<file path="config.mk">
export PLATFORM = sky130hd
export DESIGN_NAME = aps_sequencer
export DESIGN_NICKNAME = d
export VERILOG_FILES = /design/src/hdl/aps_pkg.sv /design/src/hdl/aps_sequencer.sv
export SDC_FILE = /design/constraint.sdc
export NUM_CORES = 2
export LEC_CHECK = 0
export BUFFER_PORTS_ARGS = -buffer_cell sky130_fd_sc_hd__buf_4
export CORE_MARGIN = 5
export CORE_UTILIZATION = 31
export CTS_CLUSTER_SIZE = 14
export DETAILED_ROUTE_END_ITERATION = 7
export GPL_TIMING_DRIVEN = 0
export HOLD_SLACK_MARGIN = 0.08
export PLACE_DENSITY = 0.54
export REMOVE_ABC_BUFFERS = 1
export SLEW_MARGIN = 15
export SYNTH_ARGS = -nofsm -noshare
export SYNTH_HDL_FRONTEND = slang
export SYNTH_SLANG_ARGS = --single-unit
</file>
<file path="constraint.sdc">
create_clock -name i_mclk -period 181.1 [get_ports i_mclk]
set_input_delay 18.11 -clock i_mclk [delete_from_list [all_inputs] [get_ports i_mclk]]
set_output_delay 18.11 -clock i_mclk [all_outputs]
set_load 0.02 [all_outputs]
</file>
<file path="src/hdl/aps_pkg.sv">
// shared constants, register map and types of the arbitrary playback sequencer
`default_nettype none
package aps_pkg;
  // ---------------------------------------------------------------
  // sample memory and field limits
  // ---------------------------------------------------------------
  localparam int unsigned AW          = 19;
  localparam logic [31:0] ADDR_MIN    = 32'h0000_0001;
  localparam logic [31:0] ADDR_MAX    = 32'h0006_1a80;   // 400000
  localparam logic [31:0] LEN_MIN     = 32'h0000_0002;
  localparam logic [31:0] CYC_MIN     = 32'h0000_0002;
  localparam logic [31:0] CYC_MAX     = 32'h000f_423f;   // 999999
  localparam logic [31:0] MARK_MAX    = 32'h0000_0fa0;   // 4000
  localparam logic [31:0] PH_FULL     = 32'h0000_0e10;   // 3600 tenths of a degree
  localparam logic [31:0] SAMPLE_SPAN = 32'h0000_3ffe;   // 16382
  localparam logic [13:0] SAMPLE_MAX  = 14'h1fff;        // 8191
  localparam logic [31:0] DIV_MAX     = 32'h00ff_ffff;

  // ---------------------------------------------------------------
  // register byte offsets
  // ---------------------------------------------------------------
  localparam logic [7:0] OFS_CTRL      = 8'h00;
  localparam logic [7:0] OFS_START     = 8'h04;
  localparam logic [7:0] OFS_LENGTH    = 8'h08;
  localparam logic [7:0] OFS_CYCLES    = 8'h0c;
  localparam logic [7:0] OFS_PT_DIV    = 8'h10;
  localparam logic [7:0] OFS_TRIG_DIV  = 8'h14;
  localparam logic [7:0] OFS_PHASE     = 8'h18;
  localparam logic [7:0] OFS_AMPL      = 8'h1c;
  localparam logic [7:0] OFS_OFFSET    = 8'h20;
  localparam logic [7:0] OFS_MARK_ADDR = 8'h24;
  localparam logic [7:0] OFS_MARK_LEN  = 8'h28;
  localparam logic [7:0] OFS_CMD       = 8'h2c;
  localparam logic [7:0] OFS_STATUS    = 8'h30;
  localparam logic [7:0] OFS_POSITION  = 8'h34;

  // command bits
  localparam int unsigned CMD_KEYPRESS = 0;
  localparam int unsigned CMD_ZERO     = 1;
  localparam int unsigned CMD_CLR_ODD  = 2;

  // ---------------------------------------------------------------
  // reset values
  // ---------------------------------------------------------------
  localparam logic [18:0] RST_START    = 19'h00001;
  localparam logic [18:0] RST_LENGTH   = 19'h00400;
  localparam logic [19:0] RST_CYCLES   = 20'h00002;
  localparam logic [23:0] RST_PT_DIV   = 24'h000000;
  localparam logic [23:0] RST_TRIG_DIV = 24'h0003e7;
  localparam logic [15:0] RST_AMPL     = 16'h1388;
  localparam logic [11:0] RST_MARK_LEN = 12'h001;

  typedef enum logic [1:0] {
    APS_FREE_RUNNING_OUTPUT,
    APS_SINGLE_CYCLE,
    APS_N_CYCLES_PER_EVENT,
    APS_GATED
  } aps_mode_e;

  typedef enum logic [1:0] {
    APS_KEYPRESS_SOURCE,
    APS_ON_BOARD_RATE,
    APS_REAR_INPUT_SOURCE
  } aps_src_e;

  typedef struct packed {
    logic      man_gate;               // [10]
    logic      sweep_req;              // [9]
    logic      arb_func;               // [8]
    logic      rear_freq_standard;     // [7]
    logic      ch2_rear_point_clock;   // [6]
    logic      rear_point_clock;       // [5]
    logic      marker_on;              // [4]
    aps_src_e  src;                    // [3:2]
    aps_mode_e mode;                   // [1:0]
  } aps_ctrl_s;

  localparam aps_ctrl_s RST_CTRL = '{man_gate: 1'b0, sweep_req: 1'b0, arb_func: 1'b1,
                                     rear_freq_standard: 1'b0, ch2_rear_point_clock: 1'b0,
                                     rear_point_clock: 1'b0, marker_on: 1'b0,
                                     src: APS_KEYPRESS_SOURCE, mode: APS_FREE_RUNNING_OUTPUT};
endpackage
`default_nettype wire

</file>
<file path="src/hdl/aps_sequencer.sv">
// arbitrary waveform playback, trigger and marker sequencer with ahb-lite registers
//
// Overview of operation
// - even start address entered is lowered by one to odd
// - odd length entered is flagged and lowered by one to even
// - free-running mode plays without pause, ignoring triggers
// - single-cycle mode plays one cycle per trigger event
// - burst mode plays N cycles per event, N from 2 to 999999
// - gated mode keeps playing cycles while the gate is held
// - non-continuous output starts at phase -360..+360 deg in 0.1 deg steps
// - zero-phase command resets the phase reference for unit alignment
// - keypress source makes one trigger per keypress
// - on-board source makes periodic triggers at the programmed rate
// - point rate sets sample stepping, held until reprogrammed
// - level is amplitude times sample over 16382 plus offset
// - samples span -8191..+8191 for full scale
// - one sample bank of 400000 points, waveforms by start and length
// - marker pulse while playback is inside a programmed address window
// - marker window at most 4000 points, marker switchable
// - start or length change restarts output on the new window at once
// - channel 2 takes the rear point clock only when both select it
// - frequency standard is selectable on-board or rear
// - no sweep and no start phase with the arbitrary function
// - sample addresses run 1 through 400000
// - one sync pulse per generated waveform cycle
`default_nettype none
module aps_sequencer
  import aps_pkg::*;
(
  input  wire  logic               i_mclk,
  input  wire  logic               i_sys_rst,
  input  wire  logic               i_hsel,
  input  wire  logic [31:0]        i_haddr,
  input  wire  logic [1:0]         i_htrans,
  input  wire  logic               i_hwrite,
  input  wire  logic [2:0]         i_hsize,
  input  wire  logic [31:0]        i_hwdata,
  input  wire  logic               i_hready,
  output var   logic               o_hreadyout,
  output var   logic               o_hresp,
  output var   logic [31:0]        o_hrdata,
  input  wire  logic               i_trig,
  input  wire  logic               i_rear_pt_tick,
  input  wire  logic signed [13:0] i_mem_data,
  output var   logic [AW-1:0]      o_mem_addr,
  output var   logic signed [17:0] o_level,
  output var   logic               o_sync,
  output var   logic               o_marker,
  output var   logic               o_ch2_rear_clk,
  output var   logic               o_rear_freq_std,
  output var   logic               o_sweep_active
);
  // ---------------------------------------------------------------
  // helpers
  // ---------------------------------------------------------------
  function automatic logic [31:0] sat(input logic [31:0] d, input logic [31:0] lo, input logic [31:0] hi);
    sat = (d < lo) ? lo : ((d > hi) ? hi : d);
  endfunction

  function automatic logic [AW-1:0] fix_start(input logic [31:0] d);
    logic [31:0] v;
    v = sat(d, ADDR_MIN, ADDR_MAX - 32'h1);
    fix_start = AW'(v[0] ? v : v - 32'h1);
  endfunction

  function automatic logic [AW-1:0] fix_len(input logic [31:0] d, input logic [AW-1:0] st);
    logic [31:0] v;
    v = sat(d, LEN_MIN, ADDR_MAX - {13'h0, st} + 32'h1);
    fix_len = AW'({v[31:1], 1'b0});
  endfunction

  function automatic logic signed [17:0] scale(input logic signed [13:0] smp, input logic [15:0] amp,
                                               input logic signed [15:0] ofs);
    logic signed [13:0] s;
    logic signed [31:0] p;
    s = (smp > $signed(SAMPLE_MAX)) ? $signed(SAMPLE_MAX)
      : ((smp < -$signed(SAMPLE_MAX)) ? -$signed(SAMPLE_MAX) : smp);
    p = $signed({16'h0000, amp}) * $signed({{18{s[13]}}, s});
    p = p / $signed(SAMPLE_SPAN);
    scale = 18'(p + $signed({{16{ofs[15]}}, ofs}));
  endfunction

  // ---------------------------------------------------------------
  // registers
  // ---------------------------------------------------------------
  aps_ctrl_s          ctrl;
  logic [AW-1:0]      start;
  logic [AW-1:0]      len;
  logic [19:0]        cycles;
  logic [23:0]        pt_div;
  logic [23:0]        trig_div;
  logic signed [12:0] phase;
  logic [15:0]        ampl;
  logic signed [15:0] offs;
  logic [AW-1:0]      mark_addr;
  logic [11:0]        mark_len;
  logic               odd_flag;
  logic               wr_pend;
  logic [7:0]         wr_ofs;
  logic               win_chg;
  logic               zero_cmd;
  logic               key_ev;

  typedef enum logic {ST_IDLE, ST_RUN} aps_state_e;
  aps_state_e    state;
  logic [AW-1:0] pos;
  logic [AW-1:0] pt_in_cyc;
  logic [19:0]   cyc;

  wire logic addr_ph = i_hsel & i_htrans[1] & i_hready;
  wire logic wr_en   = wr_pend;
  wire logic odd_set = wr_en & (wr_ofs == OFS_LENGTH) & i_hwdata[0];

  // ---------------------------------------------------------------
  // ahb-lite slave: zero wait states, always okay
  // ---------------------------------------------------------------
  always_ff @(posedge i_mclk or posedge i_sys_rst) begin
    if (i_sys_rst) begin
      wr_pend     <= 1'b0;
      wr_ofs      <= 8'h00;
      o_hreadyout <= 1'b1;
      o_hresp     <= 1'b0;
    end else begin
      wr_pend     <= addr_ph & i_hwrite & (i_haddr[31:8] == 24'h000000);
      wr_ofs      <= i_haddr[7:0];
      o_hreadyout <= 1'b1;
      o_hresp     <= 1'b0;
    end
  end

  // read data is fetched at the address phase so it stands in the data phase
  always_ff @(posedge i_mclk or posedge i_sys_rst) begin
    if (i_sys_rst) begin
      o_hrdata <= 32'h0;
    end else if (addr_ph & ~i_hwrite) begin
      unique case (i_haddr)
        {24'h0, OFS_CTRL}:      o_hrdata <= {21'h0, ctrl};
        {24'h0, OFS_START}:     o_hrdata <= {13'h0, start};
        {24'h0, OFS_LENGTH}:    o_hrdata <= {13'h0, len};
        {24'h0, OFS_CYCLES}:    o_hrdata <= {12'h0, cycles};
        {24'h0, OFS_PT_DIV}:    o_hrdata <= {8'h0, pt_div};
        {24'h0, OFS_TRIG_DIV}:  o_hrdata <= {8'h0, trig_div};
        {24'h0, OFS_PHASE}:     o_hrdata <= {{19{phase[12]}}, phase};
        {24'h0, OFS_AMPL}:      o_hrdata <= {16'h0, ampl};
        {24'h0, OFS_OFFSET}:    o_hrdata <= {{16{offs[15]}}, offs};
        {24'h0, OFS_MARK_ADDR}: o_hrdata <= {13'h0, mark_addr};
        {24'h0, OFS_MARK_LEN}:  o_hrdata <= {20'h0, mark_len};
        {24'h0, OFS_STATUS}:    o_hrdata <= {30'h0, odd_flag, state == ST_RUN};
        {24'h0, OFS_POSITION}:  o_hrdata <= {13'h0, pos};
        default:                o_hrdata <= 32'h0;
      endcase
    end
  end

  // ---------------------------------------------------------------
  // register writes
  // ---------------------------------------------------------------
  always_ff @(posedge i_mclk or posedge i_sys_rst) begin
    if (i_sys_rst) begin
      ctrl      <= RST_CTRL;
      start     <= RST_START;
      len       <= RST_LENGTH;
      cycles    <= RST_CYCLES;
      pt_div    <= RST_PT_DIV;
      trig_div  <= RST_TRIG_DIV;
      phase     <= 13'sh0;
      ampl      <= RST_AMPL;
      offs      <= 16'sh0;
      mark_addr <= RST_START;
      mark_len  <= RST_MARK_LEN;
    end else if (wr_en) begin
      unique case (wr_ofs)
        OFS_CTRL:      ctrl      <= aps_ctrl_s'(i_hwdata[10:0]);
        OFS_START:     start     <= fix_start(i_hwdata);
        OFS_LENGTH:    len       <= fix_len(i_hwdata, start);
        OFS_CYCLES:    cycles    <= 20'(sat(i_hwdata, CYC_MIN, CYC_MAX));
        OFS_PT_DIV:    pt_div    <= i_hwdata[23:0];
        OFS_TRIG_DIV:  trig_div  <= i_hwdata[23:0];
        OFS_PHASE:     phase     <= ($signed(i_hwdata) > $signed(PH_FULL)) ? 13'(PH_FULL)
                                  : (($signed(i_hwdata) < -$signed(PH_FULL)) ? -13'(PH_FULL)
                                  : i_hwdata[12:0]);
        OFS_AMPL:      ampl      <= i_hwdata[15:0];
        OFS_OFFSET:    offs      <= i_hwdata[15:0];
        OFS_MARK_ADDR: mark_addr <= AW'(sat(i_hwdata, ADDR_MIN, ADDR_MAX));
        OFS_MARK_LEN:  mark_len  <= 12'(sat(i_hwdata, 32'h1, MARK_MAX));
        default: ;
      endcase
    end
  end

  // hardware set wins over the software clear
  always_ff @(posedge i_mclk or posedge i_sys_rst) begin
    if (i_sys_rst) begin
      odd_flag <= 1'b0;
    end else if (odd_set) begin
      odd_flag <= 1'b1;
    end else if (wr_en & (wr_ofs == OFS_CMD) & i_hwdata[CMD_CLR_ODD]) begin
      odd_flag <= 1'b0;
    end
  end

  // one-cycle events out of register writes
  always_ff @(posedge i_mclk or posedge i_sys_rst) begin
    if (i_sys_rst) begin
      win_chg  <= 1'b0;
      zero_cmd <= 1'b0;
      key_ev   <= 1'b0;
    end else begin
      win_chg  <= wr_en & ((wr_ofs == OFS_START) | (wr_ofs == OFS_LENGTH));
      zero_cmd <= wr_en & (wr_ofs == OFS_CMD) & i_hwdata[CMD_ZERO];
      key_ev   <= wr_en & (wr_ofs == OFS_CMD) & i_hwdata[CMD_KEYPRESS];
    end
  end

  // ---------------------------------------------------------------
  // point clock and trigger sources
  // ---------------------------------------------------------------
  logic [23:0] pt_cnt;
  logic [23:0] int_cnt;
  logic        int_sq;
  logic        trig_q;
  wire logic   int_tick = (int_cnt == 24'h0);
  wire logic   pt_tick  = ctrl.rear_point_clock ? i_rear_pt_tick : (pt_cnt == 24'h0);

  always_ff @(posedge i_mclk or posedge i_sys_rst) begin
    if (i_sys_rst) begin
      pt_cnt <= RST_PT_DIV;
    end else if (zero_cmd | (pt_cnt == 24'h0)) begin
      pt_cnt <= pt_div;
    end else begin
      pt_cnt <= pt_cnt - 24'h1;
    end
  end

  always_ff @(posedge i_mclk or posedge i_sys_rst) begin
    if (i_sys_rst) begin
      int_cnt <= RST_TRIG_DIV;
      int_sq  <= 1'b0;
      trig_q  <= 1'b0;
    end else begin
      // a new rate takes hold at once, not after the old count has run out
      if (wr_en & (wr_ofs == OFS_TRIG_DIV)) begin
        int_cnt <= i_hwdata[23:0];
      end else begin
        int_cnt <= int_tick ? trig_div : int_cnt - 24'h1;
      end
      int_sq  <= int_tick ? ~int_sq : int_sq;
      trig_q  <= i_trig;
    end
  end

  logic trig_ev;
  logic gate_lvl;
  always_comb begin
    unique case (ctrl.src)
      APS_KEYPRESS_SOURCE:   begin trig_ev = key_ev;             gate_lvl = ctrl.man_gate; end
      APS_ON_BOARD_RATE:     begin trig_ev = int_tick;           gate_lvl = int_sq;        end
      APS_REAR_INPUT_SOURCE: begin trig_ev = i_trig & ~trig_q;   gate_lvl = i_trig;        end
      default:               begin trig_ev = 1'b0;               gate_lvl = 1'b0;          end
    endcase
  end

  // ---------------------------------------------------------------
  // start phase in points, none with the arbitrary function
  // ---------------------------------------------------------------
  logic [11:0] ph_mag;
  logic [31:0] ph_off;
  logic [AW-1:0] pos0;
  always_comb begin
    ph_mag = 12'(phase[12] ? -phase : phase);
    ph_off = (({13'h0, len} * {20'h0, ph_mag}) / PH_FULL) % {13'h0, len};
    if (ctrl.arb_func | (ctrl.mode == APS_FREE_RUNNING_OUTPUT) | (ph_off == 32'h0)) begin
      pos0 = '0;
    end else if (phase[12]) begin
      pos0 = len - AW'(ph_off);
    end else begin
      pos0 = AW'(ph_off);
    end
  end

  // ---------------------------------------------------------------
  // playback sequencer
  // ---------------------------------------------------------------
  wire logic last   = (pt_in_cyc == len - AW'(1));
  wire logic wrap   = (state == ST_RUN) & pt_tick & last;
  logic      stop;
  logic      go;
  always_comb begin
    unique case (ctrl.mode)
      APS_FREE_RUNNING_OUTPUT: begin stop = 1'b0;                        go = 1'b1;     end
      APS_SINGLE_CYCLE:        begin stop = 1'b1;                        go = trig_ev;  end
      APS_N_CYCLES_PER_EVENT:  begin stop = (cyc + 20'h1 >= cycles);     go = trig_ev;  end
      APS_GATED:               begin stop = ~gate_lvl;                   go = gate_lvl; end
    endcase
  end

  always_ff @(posedge i_mclk or posedge i_sys_rst) begin
    if (i_sys_rst) begin
      state     <= ST_IDLE;
      pos       <= '0;
      pt_in_cyc <= '0;
      cyc       <= 20'h0;
      o_sync    <= 1'b0;
    end else if (win_chg | zero_cmd) begin
      pos       <= pos0;
      pt_in_cyc <= '0;
      cyc       <= 20'h0;
      o_sync    <= (state == ST_RUN);
    end else if (state == ST_IDLE) begin
      pos       <= pos0;
      pt_in_cyc <= '0;
      cyc       <= 20'h0;
      o_sync    <= go;
      if (go) begin
        state <= ST_RUN;
      end
    end else if (pt_tick) begin
      pt_in_cyc <= last ? '0 : pt_in_cyc + AW'(1);
      pos       <= last ? pos0 : ((pos == len - AW'(1)) ? '0 : pos + AW'(1));
      cyc       <= last ? cyc + 20'h1 : cyc;
      o_sync    <= last & ~stop;
      if (last & stop) begin
        state <= ST_IDLE;
      end
    end else begin
      o_sync <= 1'b0;
    end
  end

  // ---------------------------------------------------------------
  // sample address, level and marker
  // ---------------------------------------------------------------
  wire logic [AW-1:0] cur_addr = start + pos;

  always_ff @(posedge i_mclk or posedge i_sys_rst) begin
    if (i_sys_rst) begin
      o_mem_addr      <= RST_START;
      o_level         <= 18'sh0;
      o_marker        <= 1'b0;
      o_ch2_rear_clk  <= 1'b0;
      o_rear_freq_std <= 1'b0;
      o_sweep_active  <= 1'b0;
    end else begin
      o_mem_addr      <= cur_addr;
      o_level         <= scale(i_mem_data, ampl, offs);
      o_marker        <= ctrl.marker_on & (state == ST_RUN) & (cur_addr >= mark_addr)
                       & ({1'b0, cur_addr} < {1'b0, mark_addr} + {8'h0, mark_len});
      o_ch2_rear_clk  <= ctrl.rear_point_clock & ctrl.ch2_rear_point_clock;
      o_rear_freq_std <= ctrl.rear_freq_standard;
      o_sweep_active  <= ctrl.sweep_req & ~ctrl.arb_func;
    end
  end
endmodule // aps_sequencer
`default_nettype wire

</file>
# ---- After elaboration in Yosys (flattened, before gate mapping)
# Index checks and enable logic that the tools add are counted.
dict set report totals {
  input_bits 90
  elab_cells 209
  out_inout_bits 76
  register_bits 388
}
dict set report op_classes {
  multipliers 2
  n_div 3
  eq_ne 32
  n_addsub 14
  reduce_logical 22
  n_bitwise 32
  muxes 49
  order_cmp 14
}
# op n
set op_table {}
lappend op_table {{32-bit one-hot mux with 13 select lines} 1}
lappend op_table {{19-bit 2-to-1 mux} 18}
lappend op_table {{32-bit by 6-bit equality test with 1-bit output (second input constant)} 5}
lappend op_table {{32-bit by 5-bit equality test with 1-bit output (second input constant)} 4}
lappend op_table {{20-bit 2-to-1 mux} 6}
lappend op_table {{24-bit logical NOT} 3}
lappend op_table {{24-bit 2-to-1 mux} 3}
lappend op_table {{32-bit by 4-bit equality test with 1-bit output (second input constant)} 2}
lappend op_table {{32-bit by 19-bit > comparator with 1-bit output (second input constant)} 2}
lappend op_table {{32-bit logical NOT} 2}
lappend op_table {{24-bit by 1-bit subtractor with 24-bit output (second input constant)} 2}
lappend op_table {{19-bit by 1-bit adder with 19-bit output (second input constant)} 2}
lappend op_table {{19-bit equality test} 2}
lappend op_table {{19-bit by 1-bit subtractor with 19-bit output (second input constant)} 2}
lappend op_table {{12-bit 2-to-1 mux} 3}
lappend op_table {{31-bit by 12-bit divider with 32-bit output (second input constant)} 1}
lappend op_table {{32-bit by 15-bit divider with 32-bit output (second input constant)} 1}
lappend op_table {{32-bit by 3-bit equality test with 1-bit output (second input constant)} 1}
lappend op_table {{8-bit by 5-bit equality test with 1-bit output (second input constant)} 4}
lappend op_table {{8-bit by 6-bit equality test with 1-bit output (second input constant)} 4}
lappend op_table {{32-bit by 12-bit > comparator with 1-bit output (second input constant)} 1}
lappend op_table {{32-bit by 13-bit > comparator with 1-bit output (second input constant)} 1}
lappend op_table {{32-bit by 20-bit > comparator with 1-bit output (second input constant)} 1}
lappend op_table {{32-bit > comparator} 1}
lappend op_table {{other kinds (37)} 96}

# ---- Longest topological paths before layout
dict set report logic_depth {
  ltp_word 12
  ltp_mapped 790
  mapped_depth_nobuf 726
}

# ---- Least setup slack after synthesis
# Ideal clock, no wire load.
dict set report synth_path {
  path_kind {register to register}
  startpoint {reg phase[2]}
  endpoint {reg pos[18]}
  setup_slack_ns 49.465
  setup_time_ns 0.126
  n_path_buf 62
  stages_incl_launch_ff 767
  arrival_time_ns 131.509
  cell_sequence {dfrtp_1 -> clkbuf_1 -> nor4_1 -> inv_1 -> or4b_2 -> o31ai_1 -> xor2_1 -> nor2_1 -> fa_1 -> inv_1 -> fa_1 -> inv_1 -> fa_1 -> fa_1 -> inv_1 -> fa_1 -> inv_1 -> ha_1 -> [... 731 more ...] -> and4b_1 -> and3_2 -> nor2_2 -> xnor2_1 -> ha_1 -> o21bai_1 -> a211oi_1 -> a41o_1 -> a31oi_1 -> maj3_1 -> a211o_1 -> a21oi_1 -> o21ai_1 -> a21oi_1 -> xnor2_1 -> nand2_1 -> xnor2_1 -> a221o_1}
}
dict set report synth_via {
  elab_chain_len 12
}
# item line
set synth_lines {}
lappend synth_lines {{start: declaration} aps_sequencer.sv:92} ;# logic signed [12:0] phase;
lappend synth_lines {{start signal: assignment} aps_sequencer.sv:179} ;# OFS_PHASE: phase <= ($signed(i_hwdata) > $signed(PH_FULL)) ? 13'(PH_FULL)
lappend synth_lines {{12-bit negation} aps_sequencer.sv:270} ;# ph_mag = 12'(phase[12] ? -phase : phase);
lappend synth_lines {{12-bit 2-to-1 mux (*)} aps_sequencer.sv:270}
lappend synth_lines {{18-bit by 12-bit multiplier with 30-bit output (*)} aps_sequencer.sv:271} ;# ph_off = (({13'h0, len} * {20'h0, ph_mag}) / PH_FULL) % {13'h0, len};
lappend synth_lines {{31-bit by 12-bit divider with 32-bit output (*)} aps_sequencer.sv:271}
lappend synth_lines {{32-bit by 19-bit remainder unit with 32-bit output (*)} aps_sequencer.sv:271}
lappend synth_lines {{19-bit subtractor or 32-bit logical NOT (tied branches)} {aps_sequencer.sv:275, aps_sequencer.sv:272}}
lappend synth_lines {{19-bit 2-to-1 mux or 1-bit OR (tied branches)} {aps_sequencer.sv:274, aps_sequencer.sv:272}}
lappend synth_lines {{19-bit 2-to-1 mux (*)} aps_sequencer.sv:272} ;# if (ctrl.arb_func | (ctrl.mode == APS_FREE_RUNNING_OUTPUT) | (ph_off == 32'h0)) begin
lappend synth_lines {{19-bit 2-to-1 mux} aps_sequencer.sv:319} ;# pos <= last ? pos0 : ((pos == len - AW'(1)) ? '0 : pos + AW'(1));
lappend synth_lines {{19-bit 2-to-1 mux} aps_sequencer.sv:317} ;# end else if (pt_tick) begin
lappend synth_lines {{19-bit 2-to-1 mux} aps_sequencer.sv:309} ;# end else if (state == ST_IDLE) begin
lappend synth_lines {{19-bit 2-to-1 mux (*)} aps_sequencer.sv:304} ;# end else if (win_chg | zero_cmd) begin
lappend synth_lines {{end signal: assignment} aps_sequencer.sv:305} ;# pos <= pos0;
lappend synth_lines {{end signal: assignment} aps_sequencer.sv:310} ;# pos <= pos0;
lappend synth_lines {{end signal: assignment} aps_sequencer.sv:319}
lappend synth_lines {{end: declaration} aps_sequencer.sv:106} ;# logic [AW-1:0] pos;
# Every way passes the cells marked *; elsewhere a longest branch is shown, timed or not. The select of a mux whose other input is x is not followed.
# A chain may end at the register's enable or synchronous reset.

==> results.yml <==
status:
  outcome: "finished clean"
yosys:
  yosysSeqAreaShare_pct: 13.0
  yosysMostFrequentCell: "nand2_1"
  syn-cell-area_um2: 73500
  synthDistinctLibCells: 197
  synthTopCellsByArea: "ha_1 13%, dfrtp_1 12%, fa_1 9.0%"
  yosysTopAreaCell: "ha_1"
  synth_warnings: 0
  yosysTopAreaCellShare_pct: 12.8
  ys_top_cells_by_count: "973 x nand2_1, 842 x nor2_1, 752 x ha_1, 727 x inv_1, 665 x a21oi_1"
  syn_inst: 9410
  syn_avg_cell_area_um2: 7.81
  ys_ff_latch: 380
  synthFlopType: "dfrtp_1"
  async_flop_share_pct: 100
  synth_edf_count: 0
floorplanning:
  core_um2: 236000
  rows: 178
  initial_core_util_pct: 31.2
  die_area_um2: 247000
  num_io_pins: 166
  die_h_um: 497
  die_w_um: 497
worst_setup_path:
  slowest_stage: "a211oi_1"
  crit_buf_inv: 188
  crit_family: "compound AO/OA/AOI/OAI gates"
  worstPathArrival_ns: 150.59
  critPathKind: "reg2reg"
  critPathMaxStageDelay_ns: 0.94
  crit_top_cell: "a21oi_1"
  crit_path_end_kind: "register"
  start_kind: "register"
  worstPathRequired_ns: 181.61
  crit_path_max_fanout: 45
global_routing:
  grt_pass1_wl_mm: 393
  grt_use_total_pct: 19.7
  grt_antenna_before_repair: 9
  grt_pass1_vias: 68100
  gr-total-overflow: 0
  grt_max_degree: 100
clocking:
  cts_buffers: 44
  postCtsSetupBuffers: 0
  clk_latency_ns: 0.63
  cts_buffer_depth: 3
  cts.clk_slew.worst_paths_ns: 0.06
  postCtsHoldBufs: 0
  cts_resized: 0
  cts_sinks: 380
  htree_num_levels: 2
  cts_root_buf: "clkbuf_16"
  cts_tree: "done"
sta:
  maxSlewViolCount: 0
  setup_viol: 0
  fin_setup_tns_ns: 0
  worst_slew_pin_slew_ns: 1.29
  skew_ns: 0.0475
  rsz0062_at_grt: "false"
  fin_crit_sh_pct: 82.9
  layout_min_cycle_time_ns: 150.08
  fmax_mhz: 6.66
  maxSlewHeadroom_pct: 13.8
  hold_ws_ns: 0.486
  hold_viol: 0
route:
  vias: 69900
  drt_pass1_iterations: 7
  drc_errors: 0
  finalWirelength_mm: 252
  postRouteAntennaNets: 0
  routedWlPerCell_um: 20.2
  drt_iter0_markers: 5354
  routed_via_density: 5.58
placed_design:
  hpwl_mm: 201
  gp_congestion: 0.917
  port-buffer-count: 159
  placedCellCount: 12400
final_layout:
  drive_above_1_share_pct: 10.7
  area_growth_pct: 8.32
  finalNonFillerCells: 12500
  nNetsFinal: 10500
  nFillCells: 24900
  post-route-util_pct: 33.8
worst_hold_path:
  worstHoldPathType: "reg2reg"
job:
  maxCapViolations: 0
## routing by layer
| metal | wire length [um] | up-vias | global-route usage (%) |
|---|---|---|---|
| li1 | - | 33400 | - |
| met1 | 115000 | 34100 | 26.9 |
| met2 | 115000 | 2024 | 32.7 |
| met3 | 13800 | 351 | 2.10 |
| met4 | 8970 | 2 | 6.22 |
| met5 | 13 | - | 0 |
## final timing paths
path	from	to	slack (ns)	cells past startpoint
worst min register to register	trig_div[6]	trig_div[6]	0.49	2
min in group asynchronous	i_sys_rst	o_sync	17.51	2
worst max register to register	phase[0]	pos[18]	31.02	718
worst max-delay path	phase[0]	pos[18]	31.02	922
max in group asynchronous	i_sys_rst	o_level[3]	162.55	3
worst min-delay path	trig_div[6]	trig_div[6]	0.49	2
## worst register-to-register path, delay by kind of cell, from the launching register on
kind | cells | cell delay, ns
compound gates | 396 | 96.04
simple gates | 145 | 26.03
fa+ha+maj | 35 | 12.33
buf+inv | 128 | 10.38
xor+xnor | 6 | 2.11
flops | 1 | 0.69
mux | 8 | 2.43
## through the flow
stage	setup WS [ns]	cell area (um2)
2_1_floorplan	48.82	71700
3_3_place_gp	25.29	76800
3_5_place_dp	30.28	77900
4_1_cts	29.83	79500
5_1_grt	16.29	79600
6_report	31.02	79600
## cell families after synthesis
logic type,Yosys count,synth area share (%)
mux,180,2.83
compound gates,2544,24.2
buf+inv,1081,6.24
flops,380,13.0
xor+xnor,707,8.58
fa+ha+maj,1092,21.9
simple gates,3424,23.2
other cells,2,0.0102
## cell usage in the layout (no fill, tap or decap), types with 78 or more instances in the layout
| cell type | count |
|---|---|
| o21ai_0 | 423 |
| xnor2_1 | 408 |
| nand2b_1 | 100 |
| nand2_1 | 972 |
| a21oi_1 | 665 |
| or2_2 | 81 |
| nor2_1 | 826 |
| nor4_1 | 78 |
| nor3_1 | 327 |
| nand3_1 | 198 |
| mux2_2 | 98 |
| a21o_1 | 93 |
| o31ai_1 | 109 |
| ha_1 | 752 |
| buf_4 | 168 |
| nand4_1 | 101 |
| xor2_1 | 277 |
| dfrtp_1 | 351 |
| a31oi_1 | 96 |
| fa_1 | 329 |
| and2_1 | 168 |
| inv_1 | 714 |
| o21a_1 | 226 |
| nor2b_1 | 117 |
## area by class of cell
class	count	area (um2)	area share, %
inverters	736	2790	3.51
well taps	3150	3940	4.95
clock buffers	57	1240	1.56
repair buffers	211	2030	2.56
multi-input cells	7961	59700	75.0
diodes	2	5.00	0.00629
clock inverters	25	325	0.409
flip-flops and latches	380	9550	12.0
## sequential cells by signal (all words and copies together), names as in the netlist, 16 cells and up
name and count:
mark_addr 19, o_level 18, len 18, ampl 16, cycles 20, pos 19, pt_cnt 24, o_hrdata 25
cyc 20, start 18, pt_div 24, o_mem_addr 19, trig_div 24, offs 16, pt_in_cyc 19, int_cnt 24
Power is not shown: default switching activity piles up to over one toggle a cycle in this logic, so the estimate is an artifact.
